**src/scg_pkg.sv**
```systemverilog
// Package with register map, field layout and types of the sleep clock gating block.
package scg_pkg;
	localparam int unsigned ADDR_W = 12;
	// Register byte offsets.
	localparam logic [11:0] SLEEP_GATE_OFS = 12'h114;
	localparam logic [11:0] IRQ_STAT_OFS   = 12'h180;
	localparam logic [11:0] IRQ_CLR_OFS    = 12'h184;
	localparam logic [11:0] IRQ_EN_OFS     = 12'h188;
	localparam logic [11:0] FAULT_INFO_OFS = 12'h18C;
	localparam logic [11:0] ACTIVE_OFS     = 12'h190;
	// Gating bit positions.
	localparam int unsigned ANALOG_CMP0_BIT   = 24;
	localparam int unsigned GP_COUNTER0_BIT   = 16;
	localparam int unsigned TWO_WIRE0_BIT     = 12;
	localparam int unsigned QUAD_DEC0_BIT     = 8;
	localparam int unsigned SYNC_SERIAL0_BIT  = 4;
	localparam int unsigned ASYNC_SERIAL0_BIT = 0;
	// Writable gating bits; every other bit is reserved and reads zero.
	localparam logic [31:0] GATE_MASK  = 32'h070F_1137;
	localparam logic [31:0] GATE_RESET = 32'h0000_0000;
	// Interrupt status bit positions.
	localparam int unsigned EV_FAULT_BIT = 0;
	localparam int unsigned EV_SLEEP_BIT = 1;
	localparam int unsigned EV_WAKE_BIT  = 2;
	localparam int unsigned EV_W         = 3;
	localparam logic [2:0]  IRQ_RESET    = 3'h0;
	// Bus responses.
	localparam logic [1:0] RESP_OKAY   = 2'h0;
	localparam logic [1:0] RESP_SLVERR = 2'h2;
	// Power mode, one-hot.
	typedef enum logic [2:0] {
		SCG_RUN   = 3'b001,
		SCG_SLEEP = 3'b010,
		SCG_DEEP  = 3'b100
	} scg_mode_t;
	// Last faulted access: valid flag and unit index.
	typedef struct packed {
		logic       seen;
		logic [4:0] unit;
	} scg_fault_t;
	// Held write request of the register bus.
	typedef struct packed {
		logic [11:0] addr;
		logic [31:0] data;
		logic [3:0]  strb;
	} scg_wreq_t;
endpackage

```
**src/scg_sleep_gate.sv**
```systemverilog
// Sleep-mode peripheral clock gating register with AXI4-Lite access and fault check.
// Operation
// RQ1: A set gating bit clocks its unit; a clear bit leaves it unclocked.
// RQ2: Access to a unit whose clock is gated off answers with a bus fault.
// RQ3: Reset clears every gating bit; register reads 0x00000000, all units off.
// RQ4: Run, sleep and deep sleep use separate gating sets; this one is sleep.
// RQ5: Sleep gating applies only while automatic clock gating select is set.
// RQ6: Bits 26, 25, 24 gate analog comparators 2, 1, 0.
// RQ7: Bits 19 to 16 gate general-purpose counters 3 to 0.
// RQ8: Bit 12 gates two-wire serial unit 0.
// RQ9: Bit 8 gates quadrature decoder 0.
// RQ10: Bit 5 gates synchronous serial unit 1.
// RQ11: Bit 4 gates synchronous serial unit 0.
// RQ12: Bits 2, 1, 0 gate asynchronous serial units 2, 1, 0.
// RQ13: Reserved bits are read-only and read zero.
// RQ14: Software should preserve reserved bits in read-modify-write updates.
// RQ15: Software must enable every unit it needs; none runs after reset.
// RQ16: Writes to reserved bits are silently ignored and leave them zero.
// RQ17: Outside sleep this register affects no clock but stays accessible.
module scg_sleep_gate (
	// Clock and reset.
	input  wire logic        MCLK,
	input  wire logic        RST_N,
	// AXI4-Lite write address and data.
	input  wire logic [11:0] AWADDR,
	input  wire logic        AWVALID,
	output logic             AWREADY,
	input  wire logic [31:0] WDATA,
	input  wire logic [3:0]  WSTRB,
	input  wire logic        WVALID,
	output logic             WREADY,
	// AXI4-Lite write response.
	output logic [1:0]       BRESP,
	output logic             BVALID,
	input  wire logic        BREADY,
	// AXI4-Lite read.
	input  wire logic [11:0] ARADDR,
	input  wire logic        ARVALID,
	output logic             ARREADY,
	output logic [31:0]      RDATA,
	output logic [1:0]       RRESP,
	output logic             RVALID,
	input  wire logic        RREADY,
	// Power controller and neighbouring gating registers.
	input  wire logic        SLEEP_REQ,
	input  wire logic        DEEP_REQ,
	input  wire logic        AUTO_CLOCK_GATING_SELECT,
	input  wire logic [31:0] RUN_MODE_CLOCK_GATING_1,
	input  wire logic [31:0] DEEP_SLEEP_CLOCK_GATING_1,
	// Peripheral access check from the system bus.
	input  wire logic        PERIPH_REQ,
	input  wire logic [4:0]  PERIPH_UNIT,
	output logic             BUS_FAULT,
	// Unit clock enables and interrupt.
	output logic [31:0]      UNIT_CLK_EN,
	output logic             IRQ
);
	// Merge write data into a word under byte strobes.
	function automatic logic [31:0] merge_bytes(input logic [31:0] old_v,
		input logic [31:0] new_v, input logic [3:0] strb);
		logic [31:0] res;
		res = old_v;
		for (int i = 0; i < 4; i++) begin
			if (strb[i]) begin
				res[i*8 +: 8] = new_v[i*8 +: 8];
			end
		end
		return res;
	endfunction

	// Word-aligned address compare.
	function automatic logic hit(input logic [11:0] a, input logic [11:0] ofs);
		return a[11:2] == ofs[11:2];
	endfunction

	logic [31:0]         sleep_gate_reg;
	logic [31:0]         active_reg;
	logic [2:0]          irq_stat_reg;
	logic [2:0]          irq_en_reg;
	logic [2:0]          irq_clr_next;
	logic [2:0]          events;
	scg_pkg::scg_mode_t  mode_reg;
	scg_pkg::scg_mode_t  mode_next;
	scg_pkg::scg_fault_t fault_reg;
	scg_pkg::scg_wreq_t  wreq_reg;
	logic                aw_full_reg;
	logic                w_full_reg;
	logic                bvalid_reg;
	logic [1:0]          bresp_reg;
	logic                rvalid_reg;
	logic [1:0]          rresp_reg;
	logic [31:0]         rdata_reg;
	logic                bus_fault_reg;
	logic                do_write;
	logic [31:0]         gate_next;

	// Write address and data are taken independently, in either order.
	assign AWREADY  = !aw_full_reg && !bvalid_reg;
	assign WREADY   = !w_full_reg && !bvalid_reg;
	assign do_write = aw_full_reg && w_full_reg && !bvalid_reg;
	assign ARREADY  = !rvalid_reg;
	assign BVALID   = bvalid_reg;
	assign BRESP    = bresp_reg;
	assign RVALID   = rvalid_reg;
	assign RRESP    = rresp_reg;
	assign RDATA    = rdata_reg;

	// Both halves land in one held request, so one process owns it. A half is refused while
	// it is held or a response waits, so a capture never meets the write of the same request.
	always_ff @(posedge MCLK) begin
		if (!RST_N) begin
			aw_full_reg   <= 1'b0;
			w_full_reg    <= 1'b0;
			wreq_reg.addr <= 12'h000;
			wreq_reg.data <= 32'h0000_0000;
			wreq_reg.strb <= 4'h0;
		end else begin
			if (AWVALID && AWREADY) begin
				aw_full_reg   <= 1'b1;
				wreq_reg.addr <= AWADDR;
			end else if (do_write) begin
				aw_full_reg <= 1'b0;
			end
			if (WVALID && WREADY) begin
				w_full_reg    <= 1'b1;
				wreq_reg.data <= WDATA;
				wreq_reg.strb <= WSTRB;
			end else if (do_write) begin
				w_full_reg <= 1'b0;
			end
		end
	end

	// Write response; unmapped or read-only targets answer SLVERR.
	always_ff @(posedge MCLK) begin
		if (!RST_N) begin
			bvalid_reg <= 1'b0;
			bresp_reg  <= scg_pkg::RESP_OKAY;
		end else if (do_write) begin
			bvalid_reg <= 1'b1;
			if (hit(wreq_reg.addr, scg_pkg::SLEEP_GATE_OFS)) begin
				bresp_reg <= scg_pkg::RESP_OKAY;
			end else if (hit(wreq_reg.addr, scg_pkg::IRQ_CLR_OFS)) begin
				bresp_reg <= scg_pkg::RESP_OKAY;
			end else if (hit(wreq_reg.addr, scg_pkg::IRQ_EN_OFS)) begin
				bresp_reg <= scg_pkg::RESP_OKAY;
			end else begin
				bresp_reg <= scg_pkg::RESP_SLVERR;
			end
		end else if (BREADY) begin
			bvalid_reg <= 1'b0;
		end
	end

	// Reserved bits are masked off, so writes to them vanish without error.
	assign gate_next = merge_bytes(sleep_gate_reg, wreq_reg.data, wreq_reg.strb)
		& scg_pkg::GATE_MASK; // RQ13 RQ16

	// Sleep gating register; stays writable in every mode.
	always_ff @(posedge MCLK) begin
		if (!RST_N) begin
			sleep_gate_reg <= scg_pkg::GATE_RESET; // RQ3
		end else if (do_write && hit(wreq_reg.addr, scg_pkg::SLEEP_GATE_OFS)) begin
			sleep_gate_reg <= gate_next; // RQ6 RQ7 RQ8 RQ9 RQ10 RQ11 RQ12 RQ17
		end
	end

	// Only byte lane zero carries enable bits, so writes through other lanes are ignored.
	always_ff @(posedge MCLK) begin
		if (!RST_N) begin
			irq_en_reg <= scg_pkg::IRQ_RESET;
		end else if (do_write && hit(wreq_reg.addr, scg_pkg::IRQ_EN_OFS) && wreq_reg.strb[0]) begin
			irq_en_reg <= wreq_reg.data[2:0];
		end
	end

	// A clear lasts only the cycle in which its write is carried out.
	always_comb begin
		irq_clr_next = 3'h0;
		if (do_write && hit(wreq_reg.addr, scg_pkg::IRQ_CLR_OFS) && wreq_reg.strb[0]) begin
			irq_clr_next = wreq_reg.data[2:0];
		end
	end

	// Read channel; unmapped addresses answer SLVERR with zero data.
	always_ff @(posedge MCLK) begin
		if (!RST_N) begin
			rvalid_reg <= 1'b0;
			rresp_reg  <= scg_pkg::RESP_OKAY;
			rdata_reg  <= 32'h0000_0000;
		end else if (ARVALID && ARREADY) begin
			rvalid_reg <= 1'b1;
			rresp_reg  <= scg_pkg::RESP_OKAY;
			if (hit(ARADDR, scg_pkg::SLEEP_GATE_OFS)) begin
				rdata_reg <= sleep_gate_reg; // RQ13
			end else if (hit(ARADDR, scg_pkg::IRQ_STAT_OFS)) begin
				rdata_reg <= {29'h0000_0000, irq_stat_reg};
			end else if (hit(ARADDR, scg_pkg::IRQ_EN_OFS)) begin
				rdata_reg <= {29'h0000_0000, irq_en_reg};
			end else if (hit(ARADDR, scg_pkg::FAULT_INFO_OFS)) begin
				rdata_reg <= {26'h000_0000, fault_reg};
			end else if (hit(ARADDR, scg_pkg::ACTIVE_OFS)) begin
				rdata_reg <= active_reg;
			end else if (hit(ARADDR, scg_pkg::IRQ_CLR_OFS)) begin
				rdata_reg <= 32'h0000_0000;
			end else begin
				rdata_reg <= 32'h0000_0000;
				rresp_reg <= scg_pkg::RESP_SLVERR;
			end
		end else if (RREADY) begin
			rvalid_reg <= 1'b0;
		end
	end

	// Power mode tracking; deep sleep is only reached through a sleep request.
	always_comb begin
		mode_next = scg_pkg::SCG_RUN;
		if (SLEEP_REQ && DEEP_REQ) begin
			mode_next = scg_pkg::SCG_DEEP;
		end else if (SLEEP_REQ) begin
			mode_next = scg_pkg::SCG_SLEEP;
		end
	end

	// Mode is registered once, so the enables follow a mode change two edges later.
	always_ff @(posedge MCLK) begin
		if (!RST_N) begin
			mode_reg <= scg_pkg::SCG_RUN;
		end else begin
			mode_reg <= mode_next;
		end
	end

	// Pick the gating set of the current mode. Without automatic gating the
	// run set stays in force during sleep, so the sleep set does nothing.
	always_ff @(posedge MCLK) begin
		if (!RST_N) begin
			active_reg <= scg_pkg::GATE_RESET; // RQ3
		end else begin
			case (mode_reg)
				scg_pkg::SCG_SLEEP: begin
					if (AUTO_CLOCK_GATING_SELECT) begin
						active_reg <= sleep_gate_reg; // RQ4 RQ5
					end else begin
						active_reg <= RUN_MODE_CLOCK_GATING_1 & scg_pkg::GATE_MASK;
					end
				end
				scg_pkg::SCG_DEEP: begin
					if (AUTO_CLOCK_GATING_SELECT) begin
						active_reg <= DEEP_SLEEP_CLOCK_GATING_1 & scg_pkg::GATE_MASK; // RQ4
					end else begin
						active_reg <= RUN_MODE_CLOCK_GATING_1 & scg_pkg::GATE_MASK;
					end
				end
				default: begin
					active_reg <= RUN_MODE_CLOCK_GATING_1 & scg_pkg::GATE_MASK; // RQ17
				end
			endcase
		end
	end

	// Enables feed the clock gate cells of each unit, one bit per unit.
	assign UNIT_CLK_EN = active_reg; // RQ1

	// An access to an unclocked unit faults; reserved unit indices always fault.
	always_ff @(posedge MCLK) begin
		if (!RST_N) begin
			bus_fault_reg  <= 1'b0;
			fault_reg.seen <= 1'b0;
			fault_reg.unit <= 5'h00;
		end else begin
			bus_fault_reg <= PERIPH_REQ && !active_reg[PERIPH_UNIT]; // RQ2
			if (PERIPH_REQ && !active_reg[PERIPH_UNIT]) begin
				fault_reg.seen <= 1'b1;
				fault_reg.unit <= PERIPH_UNIT;
			end
		end
	end

	assign BUS_FAULT = bus_fault_reg;

	// Events are the one-cycle causes of the sticky status bits.
	always_comb begin
		events = 3'h0;
		events[scg_pkg::EV_FAULT_BIT] = PERIPH_REQ && !active_reg[PERIPH_UNIT];
		events[scg_pkg::EV_SLEEP_BIT] = (mode_reg == scg_pkg::SCG_RUN)
			&& (mode_next != scg_pkg::SCG_RUN);
		events[scg_pkg::EV_WAKE_BIT]  = (mode_reg != scg_pkg::SCG_RUN)
			&& (mode_next == scg_pkg::SCG_RUN);
	end

	// A new event in the clearing cycle survives the clear.
	always_ff @(posedge MCLK) begin
		if (!RST_N) begin
			irq_stat_reg <= scg_pkg::IRQ_RESET;
		end else begin
			irq_stat_reg <= (irq_stat_reg & ~irq_clr_next) | events;
		end
	end

	// Level interrupt, high while any enabled status bit is set.
	assign IRQ = |(irq_stat_reg & irq_en_reg);
endmodule // scg_sleep_gate

```
**config.mk**
```make
export PLATFORM = sky130hd
export DESIGN_NAME = scg_sleep_gate
export DESIGN_NICKNAME = d
export VERILOG_FILES = /design/src/scg_pkg.sv /design/src/scg_sleep_gate.sv
export SDC_FILE = /design/constraint.sdc
export NUM_CORES = 1
export LEC_CHECK = 0
export BUFFER_PORTS_ARGS = -buffer_cell sky130_fd_sc_hd__buf_2
export CORE_ASPECT_RATIO = 0.75
export CORE_MARGIN = 3
export CORE_UTILIZATION = 50
export CTS_CLUSTER_SIZE = 8
export DETAILED_ROUTE_END_ITERATION = 7
export GPL_TIMING_DRIVEN = 0
export HOLD_SLACK_MARGIN = 0.12
export PLACE_DENSITY_LB_ADDON = 0.12
export SLEW_MARGIN = 20
export SYNTH_ARGS = -nofsm -noshare
export SYNTH_HDL_FRONTEND = slang
export SYNTH_SLANG_ARGS = --single-unit
```
**constraint.sdc**
```tcl
create_clock -name MCLK -period 4 [get_ports MCLK]
set_input_delay 0.4 -clock MCLK [delete_from_list [all_inputs] [get_ports MCLK]]
set_output_delay 0.4 -clock MCLK [all_outputs]
set_load 0.02 [all_outputs]
```
; ---- After elaboration in Yosys (flattened, before gate mapping)
; Cells that the tools add are included.
[op_classes]
bitwise_logic = 4
mul = 0
n_eq_ne = 15
shifts = 0
reduce_logical = 30
div_mod_pow = 0
addsub = 0
muxes = 29
magnitude_cmp = 1
[op_table]
columns = operator, n
row1 = $mux 32, 5
row2 = $eq 10x7->1 const B, 9
row3 = $pmux 32 s2, 1
row4 = $mux 27, 2
row5 = $mux 2, 10
row6 = $logic_and 1x1->1, 16
row7 = $mux 1, 8
row8 = $reduce_and 2->1, 4
row9 = $reduce_bool 2->1, 4
row10 = $and 3x3->3, 2
row11 = $eq 3x1->1 const B, 2
row12 = $lt 5x6->1 const B, 1
row13 = $mux 3, 2
row14 = $ne 3x1->1 const B, 2
row15 = $bmux 1 s5, 1
row16 = $logic_not 1->1, 5
row17 = $eq 3x2->1 const B, 1
row18 = $eq 3x3->1 const B, 1
row19 = $not 3->3, 1
row20 = $or 3x3->3, 1
row21 = $reduce_or 3->1, 1
[word_totals]
elab_cells = 100
in_bits = 140
latchBits = 0
mem_bits_ro = 0
mem_count = 0
ramBits = 0
out_inout_bits = 75
reg_bits = 145

; ---- Longest topological paths before layout
[depth]
word_depth = 8
depth_mapped = 7
depth_no_buf = 5

; ---- Worst setup path before layout
; OpenSTA, ideal clock, no wires.
[synth_path]
path_type = register -> register
from = register bvalid_reg, in the netlist BVALID
to = register wreq_reg[12] in the netlist's numbering
setup_slack_ns = 2.241
arrival_ns = 1.683
n_path_buf = 2
path_stages_with_launch = 7
setup_ns = 0.076
synth_period_minus_slack_ns = 1.759
required_ns = 3.924
cell_sequence = dfxtp_1 -> nor2_1 -> and2_1 -> clkbuf_1 -> clkbuf_1 -> nand2_1 -> a21boi_0
[synth_via]
elab_chain_cells = 3
[synth_lines]
columns = item, line_no
row1 = "start, declared", scg_sleep_gate.sv:88  ; logic bvalid_reg;
row2 = "start signal, assigned", scg_sleep_gate.sv:137  ; bvalid_reg <= 1'b0;
row3 = "start signal, assigned", scg_sleep_gate.sv:140  ; bvalid_reg <= 1'b1;
row4 = "start signal, assigned", scg_sleep_gate.sv:151  ; bvalid_reg <= 1'b0;
row5 = $logic_not 1->1, scg_sleep_gate.sv:99  ; assign WREADY = !w_full_reg && !bvalid_reg;
row6 = $logic_and 1x1->1, scg_sleep_gate.sv:99
row7 = via WREADY, scg_sleep_gate.sv:31  ; output logic WREADY,
row8 = $logic_and 1x1->1, scg_sleep_gate.sv:124  ; if (WVALID && WREADY) begin
row9 = "end, declared", scg_sleep_gate.sv:85  ; scg_pkg::scg_wreq_t wreq_reg;
; The timed path passes the listed nets, and every way through them passes these cells.
; A chain may end at the register's enable or synchronous reset.

; ---- Final worst setup path
[layout_path]
from = register mode_reg[2]
to = register active_reg[5], in the netlist UNIT_CLK_EN[5]
[layout_via]
elab_chain_cells = 2
elab_cells_between_ends = 3
cone_classes = eq/ne (2) / mux (1)
[layout_lines]
columns = item, line_no
row1 = "start, declared", scg_sleep_gate.sv:82  ; scg_pkg::scg_mode_t mode_reg;
row2 = "start signal, assigned", scg_sleep_gate.sv:228  ; mode_reg <= scg_pkg::SCG_RUN;
row3 = "start signal, assigned", scg_sleep_gate.sv:230  ; mode_reg <= mode_next;
row4 = $eq 3x3->1 or $eq 3x2->1 (tied branches), scg_sleep_gate.sv:240  ; case (mode_reg)
row5 = $pmux 32 s2 *, scg_sleep_gate.sv:240
row6 = "end signal, assigned", scg_sleep_gate.sv:238  ; active_reg <= scg_pkg::GATE_RESET;
row7 = "end signal, assigned", scg_sleep_gate.sv:243  ; active_reg <= sleep_gate_reg;
row8 = "end signal, assigned", scg_sleep_gate.sv:245  ; active_reg <= RUN_MODE_CLOCK_GATING_1 & scg_pkg::GATE_MASK;
row9 = "end, declared", scg_sleep_gate.sv:77  ; logic [31:0] active_reg;
; Every way passes the cells marked *; elsewhere a longest branch is shown, timed or not.

==> impl_metrics.py <==
metrics = {
    "place": {
        "dp_worst_setup_slack_ns": 1.90,
        "place_congestion": 0.873,
        "place_inst": 779,
        "place.port_buffers": 113,
        "hpwl_microns": 9600,
        "dpl_cell_area_sq_um": 5330,
    },
    "worst_setup_path": {
        "cp_data_required_time_ns": 4.23,
        "crit_path_max_fanout": 10,
        "start_kind": "flop",
        "crit_start": "mode_reg[2]",
        "rrSetupSlack_ns": 2.11,
        "reg2reg_depth": 5,
        "r2r-end": "UNIT_CLK_EN[5]",
        "reg2reg_from": "mode_reg[2]",
        "end_kind": "flop",
        "path_class": "flop to flop",
        "critical_path_arrival_ns": 2.12,
    },
    "sta": {
        "finalCriticalPeriod_ns": 1.89,
        "fmax_ghz": 0.529,
        "maxSlewHeadroom_pct": 57.4,
        "holdWs_ns": 0.246,
        "post-route-period-util_pct": 47.2,
        "max_slew.worst_pin.slew_ns": 0.638,
        "fin_ws_ns": 2.11,
        "drv_slew": 0,
        "skew_ns": 0.00360,
        "final-setup-viol-count": 0,
        "fin_tns_setup_ns": 0,
        "rsz0062_at_grt": "no",
        "hold_violations": 0,
    },
    "layout": {
        "final-seq-area_sq_um": 1860,
        "nets": 822,
        "multi_input_area_sq_um": 2310,
        "drive_gt1_share_pct": 26.8,
        "nFillCells": 752,
        "diodes": 0,
        "largest_reg_flops": 28,
        "fin_area_sq_um": 5650,
        "syn_to_final_growth_pct": 25.6,
        "final_cells": 794,
    },
    "synth": {
        "avgSynthCellArea_sq_um": 8.61,
        "yosys.area.top_type": "dfxtp_1",
        "synthArstFlopShare_pct": 0,
        "yosysWarnings": 0,
        "syn_area_sq_um": 4500,
        "yosys.cell_types.count": 56,
        "synth_top_cell_area_share_pct": 41.4,
        "postSynthCellCount": 522,
        "synthAdderAreaFrac_pct": 0,
        "synth_xor_area_share_pct": 0.195,
        "synthSimpleGateAreaFrac_pct": 22.7,
        "synth-seq-cells": 93,
        "synth_area_leaders": "dfxtp_1 (41%), nand2_1 (8.9%), a21boi_0 (6.5%)",
        "synth_edf_count": 0,
        "synthMuxAreaShare_pct": 3.48,
        "synth_top_family_by_area": "simple AND/OR/NAND/NOR gates",
        "synth_compound_area_share_pct": 22.0,
        "ys_seq_area_share_pct": 41.4,
        "synth_flop_cell": "dfxtp_1",
    },
    "routing": {
        "drt-initial-drc-count": 277,
        "wire_per_inst_microns": 15.2,
        "postRouteAntennaNets": 0,
        "drtPass1Iterations": 5,
        "num_vias": 4195,
        "viasPerCell": 5.28,
        "drc": 0,
        "wirelength_microns": 12100,
    },
    "clock_network": {
        "cts_setup_buffers": 0,
        "cts_resized": 0,
        "cts_tree": "yes",
        "cts_made_buffers": 9,
        "clkTransAtPathRegs_ns": 0.06,
        "clock_sinks": 93,
        "insertion_delay_ns": 0.34,
        "hold_buffers": 0,
        "htreeDepth": 3,
        "root_buffer": "clkbuf_16",
        "clk_path_buf_depth": 2,
    },
    "die": {
        "start_util_pct": 52.3,
        "rows": 29,
        "die_w_microns": 115,
        "io_pins": 215,
        "coreArea_sq_um": 8600,
        "chipHeight_microns": 88.1,
        "die-area_sq_um": 10200,
    },
    "global_route": {
        "antenna_found_initial": 0,
        "track_usage_pct": 24.1,
        "grt_pass1_vias": 3943,
        "grt_overflow_total": 0,
        "grt_pass1_wl_microns": 19000,
        "grt_max_degree": 15,
    },
    "hold_path": {
        "holdPathStages": 2,
        "min_from": "DEEP_REQ",
        "whs_endpoint": "mode_reg[1]",
        "hold_path_class": "primary input to flop",
    },
    "power_and_ir_drop": {
        "vdd_ir_drop_max_v": 0.000266,
        "p_leak_uw": 0.00247,
        "powerDensity_nw_per_um2": 393,
    },
    "job": {
        "max_cap_viol_count": 0,
    },
    "outcome": {
        "status": "finished clean",
    },
}
worst max-delay path, stage by stage, from the launching register on:
cell	delay, ns
dfxtp_1	0.37
nor3b_2	0.47
o21ai_1	0.31
clkbuf_1	0.30
a22oi_1	0.26
nor2b_1	0.06
cell type report:
class / count / area share, %
Buffer: 71 / 7.60
Clock buffer: 11 / 4.30
Clock inverter: 4 / 1.29
Inverter: 7 / 0.465
Multi-Input combinational cell: 387 / 41.0
Sequential cell: 93 / 33.0
Tap cell: 108 / 2.39
Timing Repair Buffer: 113 / 10.0
cells in the mapped netlist, types with 2 or more instances:
library cell	number
and3_1	4
a22o_1	14
nor2_1	5
o21ai_0	19
and2_1	16
a22oi_1	26
nor3_2	2
a21boi_1	10
buf_2	6
nor3b_2	2
buf_6	2
nor2b_1	22
inv_1	7
nor3b_1	4
nand3b_1	5
nand2b_1	4
mux2i_1	13
o21ai_1	2
dfxtp_1	93
a222oi_1	2
a32o_1	2
a21boi_0	39
nand2_1	107
o21a_1	4
clkbuf_1	24
nand3_1	18
a21oi_1	5
buf_4	37
kinds of logic (layout without fill, tap and decap cells):
kind of cell,count (synthesis),in the layout
xor gates and xnor gates,1,1
and+or+nand+nor,200,200
DFF,93,93
buffers and inverters,78,206
muxes,15,15
other,1,37
AOI/OAI and AO/OA,134,134
stage by stage:
step | utilization (%) | total power (uW)
4_1_cts | 65.7 | 2220
6_report | 65.7 | 2220
3_5_place_dp | 62.0 | 1320
2_1_floorplan | - | 1220
3_3_place_gp | 62.0 | 1310
5_1_grt | 65.7 | 2300
worst max path at each step:
stage	end	slack, ns	depth (start not counted)
finish	UNIT_CLK_EN[5]	2.11	5
global route	fault_reg[3]	1.86	5
CTS	sleep_gate_reg[1]	2.08	5
detailed placement	RDATA[17]	1.90	7
global placement	RRESP[1]	1.96	6
floorplan	wreq_reg[12]	2.24	6
cell usage in the layout, fill, tap and decap left out, drive strengths merged, types with 3 or more instances in the layout:
cell,count
buf,159
nand2,107
dfxtp,93
a21boi,49
conb,37
clkbuf,36
a22oi,26
nor2b,22
o21ai,21
nand3,18
and2,16
a22o,14
mux2i,13
inv,7
nor3b,6
nor2,5
nand3b,5
a21oi,5
and3,4
nand2b,4
o21a,4
nor3,3
power by group:
| part | switching [uW] | internal (uW) | total, uW |
|---|---|---|---|
| logic | 176 | 128 | 304 |
| registers | 32.8 | 969 | 1000 |
| clock network | 353 | 560 | 913 |
| total | 561 | 1660 | 2220 |
layer usage:
layer / up-vias / global-route usage (%) / share of wire, % / routed length [microns]
li1: 2066 / - / - / -
met1: 1944 / 33.2 / 46 / 5540
met2: 168 / 38.1 / 45 / 5470
met3: 17 / 5.25 / 7.4 / 901
met4: 0 / 7.46 / 1.5 / 186
met5: - / 0 / 0 / 0
No activity file was read; power rests on OpenSTA's default activity.
